==> src/cdc_regs_pkg.sv <==
// Purpose: Shared constants for the converter control register block
// Assumes: 200 MHz system clock, 16-bit registers, 10-bit word addresses
// Notes: Bank boundaries and timing figures live here only

package cdc_regs_pkg;

	// ----------------------------------------------------------------
	// Register geometry
	// ----------------------------------------------------------------
	localparam int unsigned REG_W = 16;
	localparam int unsigned ADDR_W = 10;
	localparam int unsigned BYTE_W = 8;

	// ----------------------------------------------------------------
	// Bank map (word addresses)
	// ----------------------------------------------------------------
	localparam logic [9:0] CTRL_BANK_BASE = 10'h000;
	localparam logic [9:0] CFG_BANK_BASE = 10'h080;
	localparam logic [9:0] RES_BANK_BASE = 10'h0e0;
	localparam logic [9:0] RES_BANK_END = 10'h0ec;
	localparam logic [9:0] PWR_CTRL_ADDR = 10'h000;
	localparam int unsigned CFG_DEPTH = 96;
	localparam int unsigned RES_DEPTH = 12;
	localparam int unsigned CFG_AW = 7;
	localparam int unsigned RES_AW = 4;

	typedef enum logic [1:0] {
		BANK_CTRL = 2'b00,
		BANK_CFG = 2'b01,
		BANK_RES = 2'b10,
		BANK_NONE = 2'b11
	} bank_e;

	// ----------------------------------------------------------------
	// Control word fields
	// ----------------------------------------------------------------
	localparam int unsigned MODE_LO = 0;
	localparam int unsigned WAKE_LO = 2;
	localparam int unsigned STAGES_LO = 4;
	localparam int unsigned DECIM_LO = 8;
	localparam int unsigned SOFT_RST_BIT = 10;
	localparam int unsigned IRQ_POL_BIT = 11;
	localparam int unsigned EXC_GATE_BIT = 12;
	localparam int unsigned UNUSED_BIT = 13;
	localparam int unsigned BOOST_LO = 14;
	localparam logic [15:0] PWR_CTRL_RESET = 16'h0000;
	localparam logic [15:0] PWR_CTRL_WMASK = 16'hdbff;

	localparam logic [1:0] MODE_FULL = 2'b00;
	localparam logic [1:0] MODE_LOW = 2'b10;
	localparam logic [3:0] STAGES_MAX_CODE = 4'hb;
	localparam logic [3:0] STAGES_MAX = 4'hc;

	localparam logic [8:0] DECIM_256 = 9'h100;
	localparam logic [8:0] DECIM_128 = 9'h080;
	localparam logic [8:0] DECIM_64 = 9'h040;

	// ----------------------------------------------------------------
	// Timing
	// ----------------------------------------------------------------
	localparam int unsigned SYS_CLK_HZ = 200000000;
	localparam int unsigned FP_INTERVAL_MS = 36;
	localparam int unsigned LP_STEP_MS = 200;
	localparam int unsigned FP_INTERVAL_CYC = (SYS_CLK_HZ / 1000) * FP_INTERVAL_MS;
	localparam int unsigned LP_STEP_CYC = (SYS_CLK_HZ / 1000) * LP_STEP_MS;

endpackage

==> src/cdc_power_control_regs.sv <==
// Purpose: Register banks and power/conversion control of a touch converter
// Assumes: Byte traffic arrives already deserialised, on SYS_CLK_IN
// Notes: Sequence timer drives conversion starts from the control word
//
// What this block does
// - Address space split into control, configuration and result banks.
// - Result bank refreshed automatically as each conversion sequence runs.
// - Result bank stays readable by the host.
// - Configuration and result banks hold undefined data until programmed.
// - Mode 00 full power every 36 ms, 10 low power, 01/11 shutdown.
// - Low power wake delay 200, 400, 600 or 800 ms by code.
// - Stages per sequence equal field plus one, at most twelve.
// - Decimation 256, 128, or 64 for codes 10 and 11.
// - Writing bit 10 restores defaults; the bit clears itself.
// - Bit 12 zero enables excitation drive, one disables it.
// - Bias boost 0, 20, 35 or 50 percent by code.
// - Sixteen-bit registers move as two bytes, upper first; unpaired writes dropped.

`timescale 1ns/100ps
`default_nettype none

module cdc_power_control_regs
	import cdc_regs_pkg::*;
#(
	parameter int unsigned FP_PERIOD_CYC = FP_INTERVAL_CYC,
	parameter int unsigned LP_UNIT_CYC = LP_STEP_CYC
) (
	// Clock, reset, enable
	input wire logic SYS_CLK_IN,
	input wire logic RST_N_IN,
	input wire logic CE_IN,
	// Host byte port
	input wire logic [9:0] ADDR_IN,
	input wire logic WR_BYTE_VALID_IN,
	input wire logic [7:0] WR_BYTE_IN,
	input wire logic RD_BYTE_REQ_IN,
	input wire logic FRAME_END_IN,
	output logic RD_BYTE_VALID_OUT,
	output logic [7:0] RD_BYTE_OUT,
	// Converter results
	input wire logic RESULT_VALID_IN,
	input wire logic [3:0] RESULT_STAGE_IN,
	input wire logic [15:0] RESULT_DATA_IN,
	// Converter control
	output logic CONV_START_OUT,
	output logic SEQ_DONE_OUT,
	output logic SHUTDOWN_OUT,
	output logic LOW_POWER_OUT,
	output logic [3:0] STAGE_COUNT_OUT,
	output logic [8:0] DECIMATION_OUT,
	output logic EXCITE_EN_OUT,
	output logic [1:0] BIAS_BOOST_OUT,
	output logic IRQ_ACTIVE_HIGH_OUT
);

	// ----------------------------------------------------------------
	// Helpers
	// ----------------------------------------------------------------
	function automatic bank_e bank_of(input logic [9:0] a);
		if (a < CFG_BANK_BASE) begin
			return BANK_CTRL;
		end else if (a < RES_BANK_BASE) begin
			return BANK_CFG;
		end else if (a < RES_BANK_END) begin
			return BANK_RES;
		end else begin
			return BANK_NONE;
		end
	endfunction

	function automatic logic [8:0] decim_of(input logic [1:0] code);
		case (code)
			2'b00: return DECIM_256;
			2'b01: return DECIM_128;
			default: return DECIM_64;
		endcase
	endfunction

	// ----------------------------------------------------------------
	// State
	// ----------------------------------------------------------------
	logic [15:0] pwr_ctrl;
	logic [7:0] wr_hi;
	logic [9:0] wr_addr;
	logic wr_pending;
	logic word_we;
	logic [15:0] word_data;
	logic rd_phase;
	logic rd_wait;
	logic [15:0] rd_shadow;
	bank_e rd_bank;
	logic [15:0] cfg_q;
	logic [15:0] res_q;
	logic [15:0] rd_word;
	logic [31:0] seq_cnt;
	logic [31:0] seq_period;
	logic shutdown;
	logic [3:0] stage_count;
	logic soft_restore_defaults;

	assign word_data = {wr_hi, WR_BYTE_IN};
	assign word_we = CE_IN && WR_BYTE_VALID_IN && wr_pending;
	assign shutdown = pwr_ctrl[MODE_LO] == 1'b1;
	assign soft_restore_defaults = word_we && (bank_of(wr_addr) == BANK_CTRL)
		&& (wr_addr == PWR_CTRL_ADDR) && word_data[SOFT_RST_BIT];

	// ----------------------------------------------------------------
	// Write byte pairing
	// ----------------------------------------------------------------
	// Upper byte first; a frame that ends on a lone byte loses it
	always_ff @(posedge SYS_CLK_IN) begin
		if (!RST_N_IN) begin
			wr_pending <= 1'b0;
			wr_hi <= '0;
			wr_addr <= '0;
		end else if (CE_IN) begin
			if (FRAME_END_IN) begin
				wr_pending <= 1'b0;
			end else if (WR_BYTE_VALID_IN) begin
				if (!wr_pending) begin
					wr_hi <= WR_BYTE_IN;
					wr_addr <= ADDR_IN;
				end
				wr_pending <= !wr_pending;
			end
		end
	end

	// ----------------------------------------------------------------
	// Control word
	// ----------------------------------------------------------------
	always_ff @(posedge SYS_CLK_IN) begin
		if (!RST_N_IN) begin
			pwr_ctrl <= PWR_CTRL_RESET;
		end else if (CE_IN) begin
			if (soft_restore_defaults) begin
				pwr_ctrl <= PWR_CTRL_RESET;
			end else if (word_we && wr_addr == PWR_CTRL_ADDR) begin
				// Reset bit and unused bit never stored
				pwr_ctrl <= word_data & PWR_CTRL_WMASK;
			end
		end
	end

	// ----------------------------------------------------------------
	// Configuration and result banks
	// ----------------------------------------------------------------
	logic cfg_we;
	logic [CFG_AW-1:0] cfg_waddr;
	logic [CFG_AW-1:0] cfg_raddr;
	logic res_we;
	logic [RES_AW-1:0] res_raddr;

	assign cfg_we = word_we && (bank_of(wr_addr) == BANK_CFG);
	assign cfg_waddr = CFG_AW'(wr_addr - CFG_BANK_BASE);
	assign cfg_raddr = CFG_AW'(ADDR_IN - CFG_BANK_BASE);
	assign res_raddr = RES_AW'(ADDR_IN - RES_BANK_BASE);
	// Converter owns the result bank; host writes there are ignored
	assign res_we = RESULT_VALID_IN && (RESULT_STAGE_IN < stage_count);

	// Memories carry no reset: contents stay undefined until written
	cdc_word_mem #(.WIDTH(REG_W), .DEPTH(CFG_DEPTH), .AW(CFG_AW)) u_cfg_mem (
		.clk_in(SYS_CLK_IN),
		.ce_in(CE_IN),
		.we_in(cfg_we),
		.waddr_in(cfg_waddr),
		.wdata_in(word_data),
		.raddr_in(cfg_raddr),
		.rdata_out(cfg_q)
	);

	cdc_word_mem #(.WIDTH(REG_W), .DEPTH(RES_DEPTH), .AW(RES_AW)) u_res_mem (
		.clk_in(SYS_CLK_IN),
		.ce_in(CE_IN),
		.we_in(res_we),
		.waddr_in(RESULT_STAGE_IN),
		.wdata_in(RESULT_DATA_IN),
		.raddr_in(res_raddr),
		.rdata_out(res_q)
	);

	// ----------------------------------------------------------------
	// Read path
	// ----------------------------------------------------------------
	always_comb begin
		case (rd_bank)
			BANK_CTRL: rd_word = (rd_shadow[0] == 1'b0) ? pwr_ctrl : '0;
			BANK_CFG: rd_word = cfg_q;
			BANK_RES: rd_word = res_q;
			default: rd_word = '0;
		endcase
	end

	// Upper byte two cycles after its request, lower byte one cycle after
	always_ff @(posedge SYS_CLK_IN) begin
		if (!RST_N_IN) begin
			rd_phase <= 1'b0;
			rd_wait <= 1'b0;
			rd_bank <= BANK_NONE;
			rd_shadow <= '0;
			RD_BYTE_VALID_OUT <= 1'b0;
			RD_BYTE_OUT <= '0;
		end else if (CE_IN) begin
			RD_BYTE_VALID_OUT <= 1'b0;
			rd_wait <= 1'b0;
			if (RD_BYTE_REQ_IN && !rd_phase && !rd_wait) begin
				rd_bank <= bank_of(ADDR_IN);
				// Only the control word exists in the control bank
				rd_shadow <= {15'h0000, ADDR_IN != PWR_CTRL_ADDR};
				rd_wait <= 1'b1;
			end else if (rd_wait) begin
				rd_shadow <= rd_word;
				RD_BYTE_OUT <= rd_word[15:8];
				RD_BYTE_VALID_OUT <= 1'b1;
				rd_phase <= 1'b1;
			end else if (RD_BYTE_REQ_IN && rd_phase) begin
				RD_BYTE_OUT <= rd_shadow[7:0];
				RD_BYTE_VALID_OUT <= 1'b1;
				rd_phase <= 1'b0;
			end
			if (FRAME_END_IN) begin
				rd_phase <= 1'b0;
			end
		end
	end

	// ----------------------------------------------------------------
	// Sequence timer
	// ----------------------------------------------------------------
	// Low power period scales with the wake code; full power period is fixed
	always_comb begin
		if (pwr_ctrl[MODE_LO+1 -: 2] == MODE_LOW) begin
			seq_period = 32'((32'(pwr_ctrl[WAKE_LO+1 -: 2]) + 32'd1) * LP_UNIT_CYC);
		end else begin
			seq_period = FP_PERIOD_CYC;
		end
	end

	// Codes above the maximum clamp rather than wrap
	always_comb begin
		if (pwr_ctrl[STAGES_LO+3 -: 4] >= STAGES_MAX_CODE) begin
			stage_count = STAGES_MAX;
		end else begin
			stage_count = pwr_ctrl[STAGES_LO+3 -: 4] + 4'h1;
		end
	end

	// Restarting on a mode write would need compare logic; period just reloads
	always_ff @(posedge SYS_CLK_IN) begin
		if (!RST_N_IN) begin
			seq_cnt <= '0;
			CONV_START_OUT <= 1'b0;
		end else if (CE_IN) begin
			CONV_START_OUT <= 1'b0;
			if (shutdown || soft_restore_defaults) begin
				seq_cnt <= '0;
			end else if (seq_cnt >= seq_period - 32'd1) begin
				seq_cnt <= '0;
				CONV_START_OUT <= 1'b1;
			end else begin
				seq_cnt <= seq_cnt + 32'd1;
			end
		end
	end

	// Done marks the last enabled stage landing, not a timer event
	always_ff @(posedge SYS_CLK_IN) begin
		if (!RST_N_IN) begin
			SEQ_DONE_OUT <= 1'b0;
		end else if (CE_IN) begin
			SEQ_DONE_OUT <= res_we && (RESULT_STAGE_IN == stage_count - 4'h1);
		end
	end

	// ----------------------------------------------------------------
	// Converter setting outputs
	// ----------------------------------------------------------------
	always_ff @(posedge SYS_CLK_IN) begin
		if (!RST_N_IN) begin
			SHUTDOWN_OUT <= 1'b0;
			LOW_POWER_OUT <= 1'b0;
			STAGE_COUNT_OUT <= 4'h1;
			DECIMATION_OUT <= DECIM_256;
			EXCITE_EN_OUT <= 1'b1;
			BIAS_BOOST_OUT <= 2'b00;
			IRQ_ACTIVE_HIGH_OUT <= 1'b0;
		end else if (CE_IN) begin
			SHUTDOWN_OUT <= shutdown;
			LOW_POWER_OUT <= pwr_ctrl[MODE_LO+1 -: 2] == MODE_LOW;
			STAGE_COUNT_OUT <= stage_count;
			DECIMATION_OUT <= decim_of(pwr_ctrl[DECIM_LO+1 -: 2]);
			EXCITE_EN_OUT <= !pwr_ctrl[EXC_GATE_BIT];
			BIAS_BOOST_OUT <= pwr_ctrl[BOOST_LO+1 -: 2];
			IRQ_ACTIVE_HIGH_OUT <= pwr_ctrl[IRQ_POL_BIT];
		end
	end

endmodule // cdc_power_control_regs

`default_nettype wire

==> src/cdc_word_mem.sv <==
// Purpose: Small word memory with one write port and a registered read
// Assumes: Contents are undefined until written
// Notes: No reset on the array on purpose

`timescale 1ns/100ps
`default_nettype none

module cdc_word_mem #(
	parameter int unsigned WIDTH = 16,
	parameter int unsigned DEPTH = 12,
	parameter int unsigned AW = 4
) (
	// Clock
	input wire logic clk_in,
	input wire logic ce_in,
	// Write port
	input wire logic we_in,
	input wire logic [AW-1:0] waddr_in,
	input wire logic [WIDTH-1:0] wdata_in,
	// Read port
	input wire logic [AW-1:0] raddr_in,
	output logic [WIDTH-1:0] rdata_out
);

	logic [WIDTH-1:0] mem [DEPTH];

	always_ff @(posedge clk_in) begin
		if (ce_in && we_in && (32'(waddr_in) < DEPTH)) begin
			mem[waddr_in] <= wdata_in;
		end
	end

	always_ff @(posedge clk_in) begin
		if (ce_in) begin
			rdata_out <= (32'(raddr_in) < DEPTH) ? mem[raddr_in] : '0;
		end
	end

endmodule // cdc_word_mem

`default_nettype wire

==> config.mk <==
export PLATFORM = sky130hd
export DESIGN_NAME = cdc_power_control_regs
export DESIGN_NICKNAME = d
export VERILOG_FILES = /design/src/cdc_regs_pkg.sv /design/src/cdc_power_control_regs.sv /design/src/cdc_word_mem.sv
export SDC_FILE = /design/constraint.sdc
export NUM_CORES = 2
export LEC_CHECK = 0
export BUFFER_PORTS_ARGS = -buffer_cell sky130_fd_sc_hd__buf_4
export CAP_MARGIN = 20
export CORE_ASPECT_RATIO = 1.1
export CORE_MARGIN = 10
export CORE_UTILIZATION = 29
export DETAILED_ROUTE_END_ITERATION = 7
export SETUP_SLACK_MARGIN = 0.1
export SYNTH_ARGS = -nofsm -noshare
export SYNTH_HDL_FRONTEND = slang
export SYNTH_SLANG_ARGS = --single-unit
==> constraint.sdc <==
create_clock -name SYS_CLK_IN -period 7.55 [get_ports SYS_CLK_IN]
set_clock_uncertainty 0.2 [all_clocks]
set_input_delay 0.3775 -clock SYS_CLK_IN [delete_from_list [all_inputs] [get_ports SYS_CLK_IN]]
set_output_delay 0.3775 -clock SYS_CLK_IN [all_outputs]
set_load 0.01 [all_outputs]
* Word-level counts from Yosys, hierarchy flattened
Memories as Yosys holds them, arrays and structs flattened. A register that Yosys moved wholly into a read port is not among the register bits.
Cells that the tools add are included.
** Word-level totals
- Memories :: 2
- Input bits :: 45
- Flip-flop bits (word level) :: 109
- Logic and storage cells :: 129
- Memory bits (writable) :: 1728
- Output and inout port bits :: 30
** Operators by class
- Mux-type cells :: 35
- Equality and inequality tests :: 7
- Add/subtract/negate cells :: 8
- Magnitude comparators :: 13
- Bitwise logic cells :: 3
- Reductions and logical operators :: 40
- Multipliers :: 1
** Memory list
- u_cfg_mem.mem :: words 96, width 16, read ports 1, clocked after memory_dff 1, wr ports 1, line cdc_word_mem.sv:25 : logic [WIDTH-1:0] mem [DEPTH];
- u_res_mem.mem :: words 12, width 16, read ports 1, clocked after memory_dff 1, wr ports 1, line cdc_word_mem.sv:25
** Operators with widths (count)
- $mux 32 :: 2
- $lt 10x8->1 const B :: 6
- $mux 16 :: 3
- $pmux 16 s3 :: 1
- $add 32x1->32 const B :: 1
- $ge 32x32->1 :: 1
- $mux 8 :: 4
- $sub 32x1->32 const B :: 1
- $mux 29 :: 1
- $mul 3x17->20 const B :: 1
- $mux 1 :: 18
- $pmux 9 s2 :: 1
- $logic_and 1x1->1 :: 16
- $lt 7x7->1 const B :: 2
- $sub 7x1->7 const B :: 2
- $logic_not 10->1 :: 1
- $reduce_bool 10->1 :: 1
- $lt 4x4->1 const B :: 2
- $mux 2 :: 4
- $reduce_and 2->1 :: 4
- $reduce_bool 2->1 :: 4
- $sub 4x1->4 const B :: 2
- $eq 2x1->1 const B :: 3
- $logic_not 1->1 :: 6
- 14 further kinds :: 20

* Longest topological paths before layout
- Depth in word-level cells :: 10
- Gate-level depth with buffers :: 18
- Mapped depth without buffers :: 14

* Hierarchy
From an unflattened synthesis, not the netlist that was laid out.
** Second synthesis, totals
- Cell total of the unflattened synthesis :: 3718
- Area, all modules :: 73327.8 sq um
** Modules (own cells, without submodules)
- cdc_word_mem (u_cfg_mem) :: times used 1, area each 59801.1 sq um, seq. area each 46604.7 sq um, cells an instance 2667
- cdc_word_mem (u_res_mem) :: times used 1, area each 7845.0 sq um, seq. area each 6246.0 sq um, cells an instance 342
- cdc_power_control_regs :: times used 1, area each 5681.7 sq um, seq. area each 2021.9 sq um, cells an instance 709

* Least setup slack after synthesis
No wires, ideal clock.
- Kind :: register -> register
- Start point :: register pwr_ctrl[2]
- End point :: register seq_cnt[26]
- Buffers on the path :: 2
- Data arrival time :: 3.847 ns
- Setup time :: 0.122 ns
- Clock period less this slack :: 4.169 ns
- Cell stages (with the launch flop) :: 16
- Required time :: 7.228 ns
- Slack :: 3.381 ns
- Path through :: dfxtp_1 clkbuf_1 inv_1 ha_1 clkbuf_1 xnor2_1 ha_1 or3_1 nand3_1 ha_1 nand2_1 a2111oi_0 a211oi_1 o211ai_1 nor2_1 a221o_1
** On the way
- Word-level cells in the longest chain between the ends :: 7
** Ends and longest elaborated chain
- from (decl) :: line cdc_power_control_regs.sv:82 : logic [15:0] pwr_ctrl;
- from (signal assigned) :: line cdc_power_control_regs.sv:140 : pwr_ctrl <= word_data & PWR_CTRL_WMASK;
- $add 2x1->3 :: line cdc_power_control_regs.sv:233 : seq_period = 32'((32'(pwr_ctrl[WAKE_LO+1 -: 2]) + 32'd1) * LP_UNIT_CYC);
- $mul 3x17->20 :: line cdc_power_control_regs.sv:233
- $mux 29 :: line cdc_power_control_regs.sv:232 : if (pwr_ctrl[MODE_LO+1 -: 2] == MODE_LOW) begin
- $sub 32x1->32 :: line cdc_power_control_regs.sv:257 : end else if (seq_cnt >= seq_period - 32'd1) begin
- $ge 32x32->1 :: line cdc_power_control_regs.sv:257
- $mux 32 :: line cdc_power_control_regs.sv:257
- $mux 32 :: line cdc_power_control_regs.sv:255 : if (shutdown || soft_restore_defaults) begin
- to (signal assigned) :: line cdc_power_control_regs.sv:261 : seq_cnt <= seq_cnt + 32'd1;
- to (decl) :: line cdc_power_control_regs.sv:95 : logic [31:0] seq_cnt;
Every way passes these cells.
A chain may end at the register's enable or synchronous reset.

* Worst setup path after layout
- Start point :: register pwr_ctrl[2]
- End point :: register seq_cnt[19]
Same word-level chain as after synthesis.

==> load_flow_metrics.sql <==
INSERT INTO impl_metrics (metric_group, metric, value, unit) VALUES
('yosys', 'muxShareOfSynthArea', '14.4', '%'),
('yosys', 'postSynthCellCount', '3749', ''),
('clocking', 'clk_root_buffer_cell', 'clkbuf_16', ''),
('detailed_routing', 'wl_met1', '80.0', 'mm'),
('place', 'globalplace.congestion', '0.827', ''),
('yosys', 'synth_edf_count', '1760', ''),
('yosys', 'yosys.cell_count.top_type', 'edfxtp_1', ''),
('layout', 'final_core_util', '33.7', '%'),
('clocking', 'tritoncts_num_sinks', '1861', ''),
('detailed_routing', 'vias_per_cell', '5.05', ''),
('grt', 'first_global_vias', '37700', ''),
('die', 'placementRows', '193', ''),
('setup_path', 'critPathSlowestCell', 'o211a_1', ''),
('yosys', 'post_synth_instance_area', '72900', 'µm²'),
('setup_path', 'critPathKind', 'reg2reg', ''),
('clocking', 'cts_setup_buffers', '0', ''),
('grt', 'globalRoute.totalOverflow', '0', ''),
('grt', 'track_usage', '13.4', '%'),
('timing', 'tightestPinTransition', '1120', 'ps'),
('clocking', 'clk-insertion-delay-late', '840', 'ps'),
('place', 'buffer_ports.inserted', '68', ''),
('yosys', 'yosys.area_share.adder', '0.635', '%'),
('clocking', 'htree_num_levels', '4', ''),
('place', 'preCtsSetupSlack', '2580', 'ps'),
('yosys', 'synth_top_cell_area_share', '72.5', '%'),
('detailed_routing', 'met3WireLength', '13.9', 'mm'),
('detailed_routing', 'wirelength', '189', 'mm'),
('timing', 'clock.fmax', '0.203', 'GHz'),
('detailed_routing', 'drt-initial-drc-count', '4308', ''),
('place', 'detailed_place_hpwl', '111', 'mm'),
('detailed_routing', 'drtAntennaViolNets', '0', ''),
('yosys', 'ys.flop_type', 'edfxtp_1', ''),
('yosys', 'synth_common_cells', 'edfxtp_1 (1760), mux4_2 (381), nand2_1 (198)', ''),
('yosys', 'sequential_element_share_of_the_synthesized_area', '75.3', '%'),
('power_and_ir_drop', 'p_leak', '25.5', 'nW'),
('timing', 'fin_worst_hold_slack', '104', 'ps'),
('grt', 'grt_first_pass_wirelength', '273', 'mm'),
('setup_path', 'crit_path_end_kind', 'register', ''),
('timing', 'grt_setup_unrepaired', 'no', ''),
('yosys', 'ys_ff_latch', '1861', ''),
('yosys', 'synthSimpleGateAreaFrac', '3.51', '%'),
('grt', 'antenna_violations_before_repair', '8', ''),
('detailed_routing', 'routedWlPerCell', '25.2', 'µm'),
('timing', 'fin_setup_tns', '0', 'ps'),
('setup_path', 'biggest_fanout_along_the_worst_timing_path', '20', ''),
('die', 'die_w', '498', 'µm'),
('grt', 'grt_start_max_net_pins', '136', ''),
('power_and_ir_drop', 'power.density', '249', 'nW/µm²'),
('detailed_routing', 'dr.max_layer_used', 'met5', ''),
('status', 'run_status', 'finished, final reports clean', ''),
('die', 'floorplan.io_pins', '75', ''),
('clocking', 'post_cts.resized_instances', '0', ''),
('clocking', 'numCtsBuffers', '188', ''),
('layout', 'synthToLayoutAreaGrowth', '16.0', '%'),
('worst_hold_path', 'hold_path.class', 'in2reg', ''),
('flow_run', 'drv_cap', '0', ''),
('die', 'floorplan.initialDensity', '29.1', '%'),
('setup_path', 'path_cells', 'inv_1 > ha_1 > xnor2_1 > ha_1 > or3_1 > nand3_1 > ha_1 > a21oi_1 > o21ai_0 > a211oi_1 > o211a_1 > nand2_1 > o311ai_0', ''),
('clocking', 'cts_tree', 'done', ''),
('timing', 'worst_slack', '2640', 'ps'),
('timing', 'maxSlewHeadroom', '25.2', '%'),
('yosys', 'synth_area_per_cell', '19.4', 'µm²'),
('layout', 'total_number_of_nets_in_the_final_design', '4094', ''),
('detailed_routing', 'detailedRoute.firstPassIterationCount', '5', ''),
('die', 'chipHeight', '546', 'µm'),
('setup_path', 'critPathMostFrequentCell', 'ha_1', ''),
('setup_path', 'max_stage_delay', '670', 'ps'),
('yosys', 'yosys-top-cells-area', 'edfxtp_1 (72%), mux4_2 (12%), dfxtp_1 (2.8%)', ''),
('timing', 'hold_violations', '0', ''),
('detailed_routing', 'route.vias.total', '37800', ''),
('detailed_routing', 'drcViolationCount', '0', '');
[state kept, by name (all words and copies together) (netlist names), 3 cells and up]
signal	cells
u_cfg_mem.rdata_out	16
DECIMATION_OUT	3
wr_addr	10
u_cfg_mem.mem	1536
pwr_ctrl	14
RD_BYTE_OUT	8
rd_shadow	8
u_res_mem.rdata_out	16
wr_hi	8
STAGE_COUNT_OUT	4
seq_cnt	32
u_res_mem.mem	192
[kinds of logic after synthesis]
| logic type | after synthesis |
|---|---|
| AOI/OAI and AO/OA | 467 |
| and+or+nand+nor | 557 |
| xor gates and xnor gates | 20 |
| DFF | 1861 |
| other | 2 |
| adders and majority gates | 37 |
| muxes | 572 |
| buffers and inverters | 233 |
[power by group]
| part | internal, mW | switching, mW | leakage [nW] |
|---|---|---|---|
| Combinational | 0.334 | 0.590 | 6.89 |
| Sequential | 11.3 | 0.0470 | 15.8 |
| Clock | 4.85 | 3.98 | 2.84 |
[layer usage]
layer / vias up / global-route usage [%]
li1: 16000 / -
met1: 20200 / 18.4
met2: 1400 / 21.2
met3: 276 / 2.87
met4: 8 / 4.19
met5: - / 0
[final timing paths]
check	start	endpoint	slack [ps]	cells after the start
min	RESULT_STAGE_IN[0]	u_res_mem.mem[9][11]$_DFFE_PP_	100	4
min reg2reg	DECIMATION_OUT[8]$_SDFFE_PN1P_	DECIMATION_OUT[8]$_SDFFE_PN1P_	290	2
max reg2reg	pwr_ctrl[2]$_SDFFE_PN0P_	seq_cnt[19]$_SDFFE_PN0P_	2640	13
max	pwr_ctrl[2]$_SDFFE_PN0P_	seq_cnt[19]$_SDFFE_PN0P_	2640	13
[stage by stage]
step	cells	area, µm²	total power [mW]
after detailed placement	7073	78000	12.5
after floorplan	3756	72900	12.0
after global routing	7485	84600	21.7
after global placement	7070	77900	12.4
final	7488	84600	21.1
after CTS	7473	84400	21.3
[layout make-up]
class,instances,area [µm²]
diodes,3,7.51
clock buffers,246,4930
clock inverters,102,921
fillers,23600,166000
inverters,13,48.8
multi-input cells,1662,17100
flip-flops and latches,1861,54900
well taps,3315,4150
repair buffers,286,2490
[cell usage in the layout, fill, tap and decap left out, types with 52 or more instances in the layout]
master / instances
mux2i_1: 189
nor2_1: 124
dlygate4sd3_1: 53
edfxtp_1: 1760
clkbuf_16: 189
a22oi_1: 56
buf_4: 212
clkbuf_1: 57
o21ai_0: 89
nand3_1: 63
dfxtp_1: 93
nand2_1: 198
a21oi_1: 52
mux4_2: 381
[worst max-delay path: cells and delay by family, from the launching register on]
| family | cells | cell delay (ps) |
|---|---|---|
| compound gates | 5 | 1600 |
| fa+ha+maj | 3 | 1040 |
| simple gates | 3 | 920 |
| flops | 1 | 520 |
| xor+xnor | 1 | 280 |
| buf+inv | 1 | 210 |
Power figures use the tool's default switching activity.
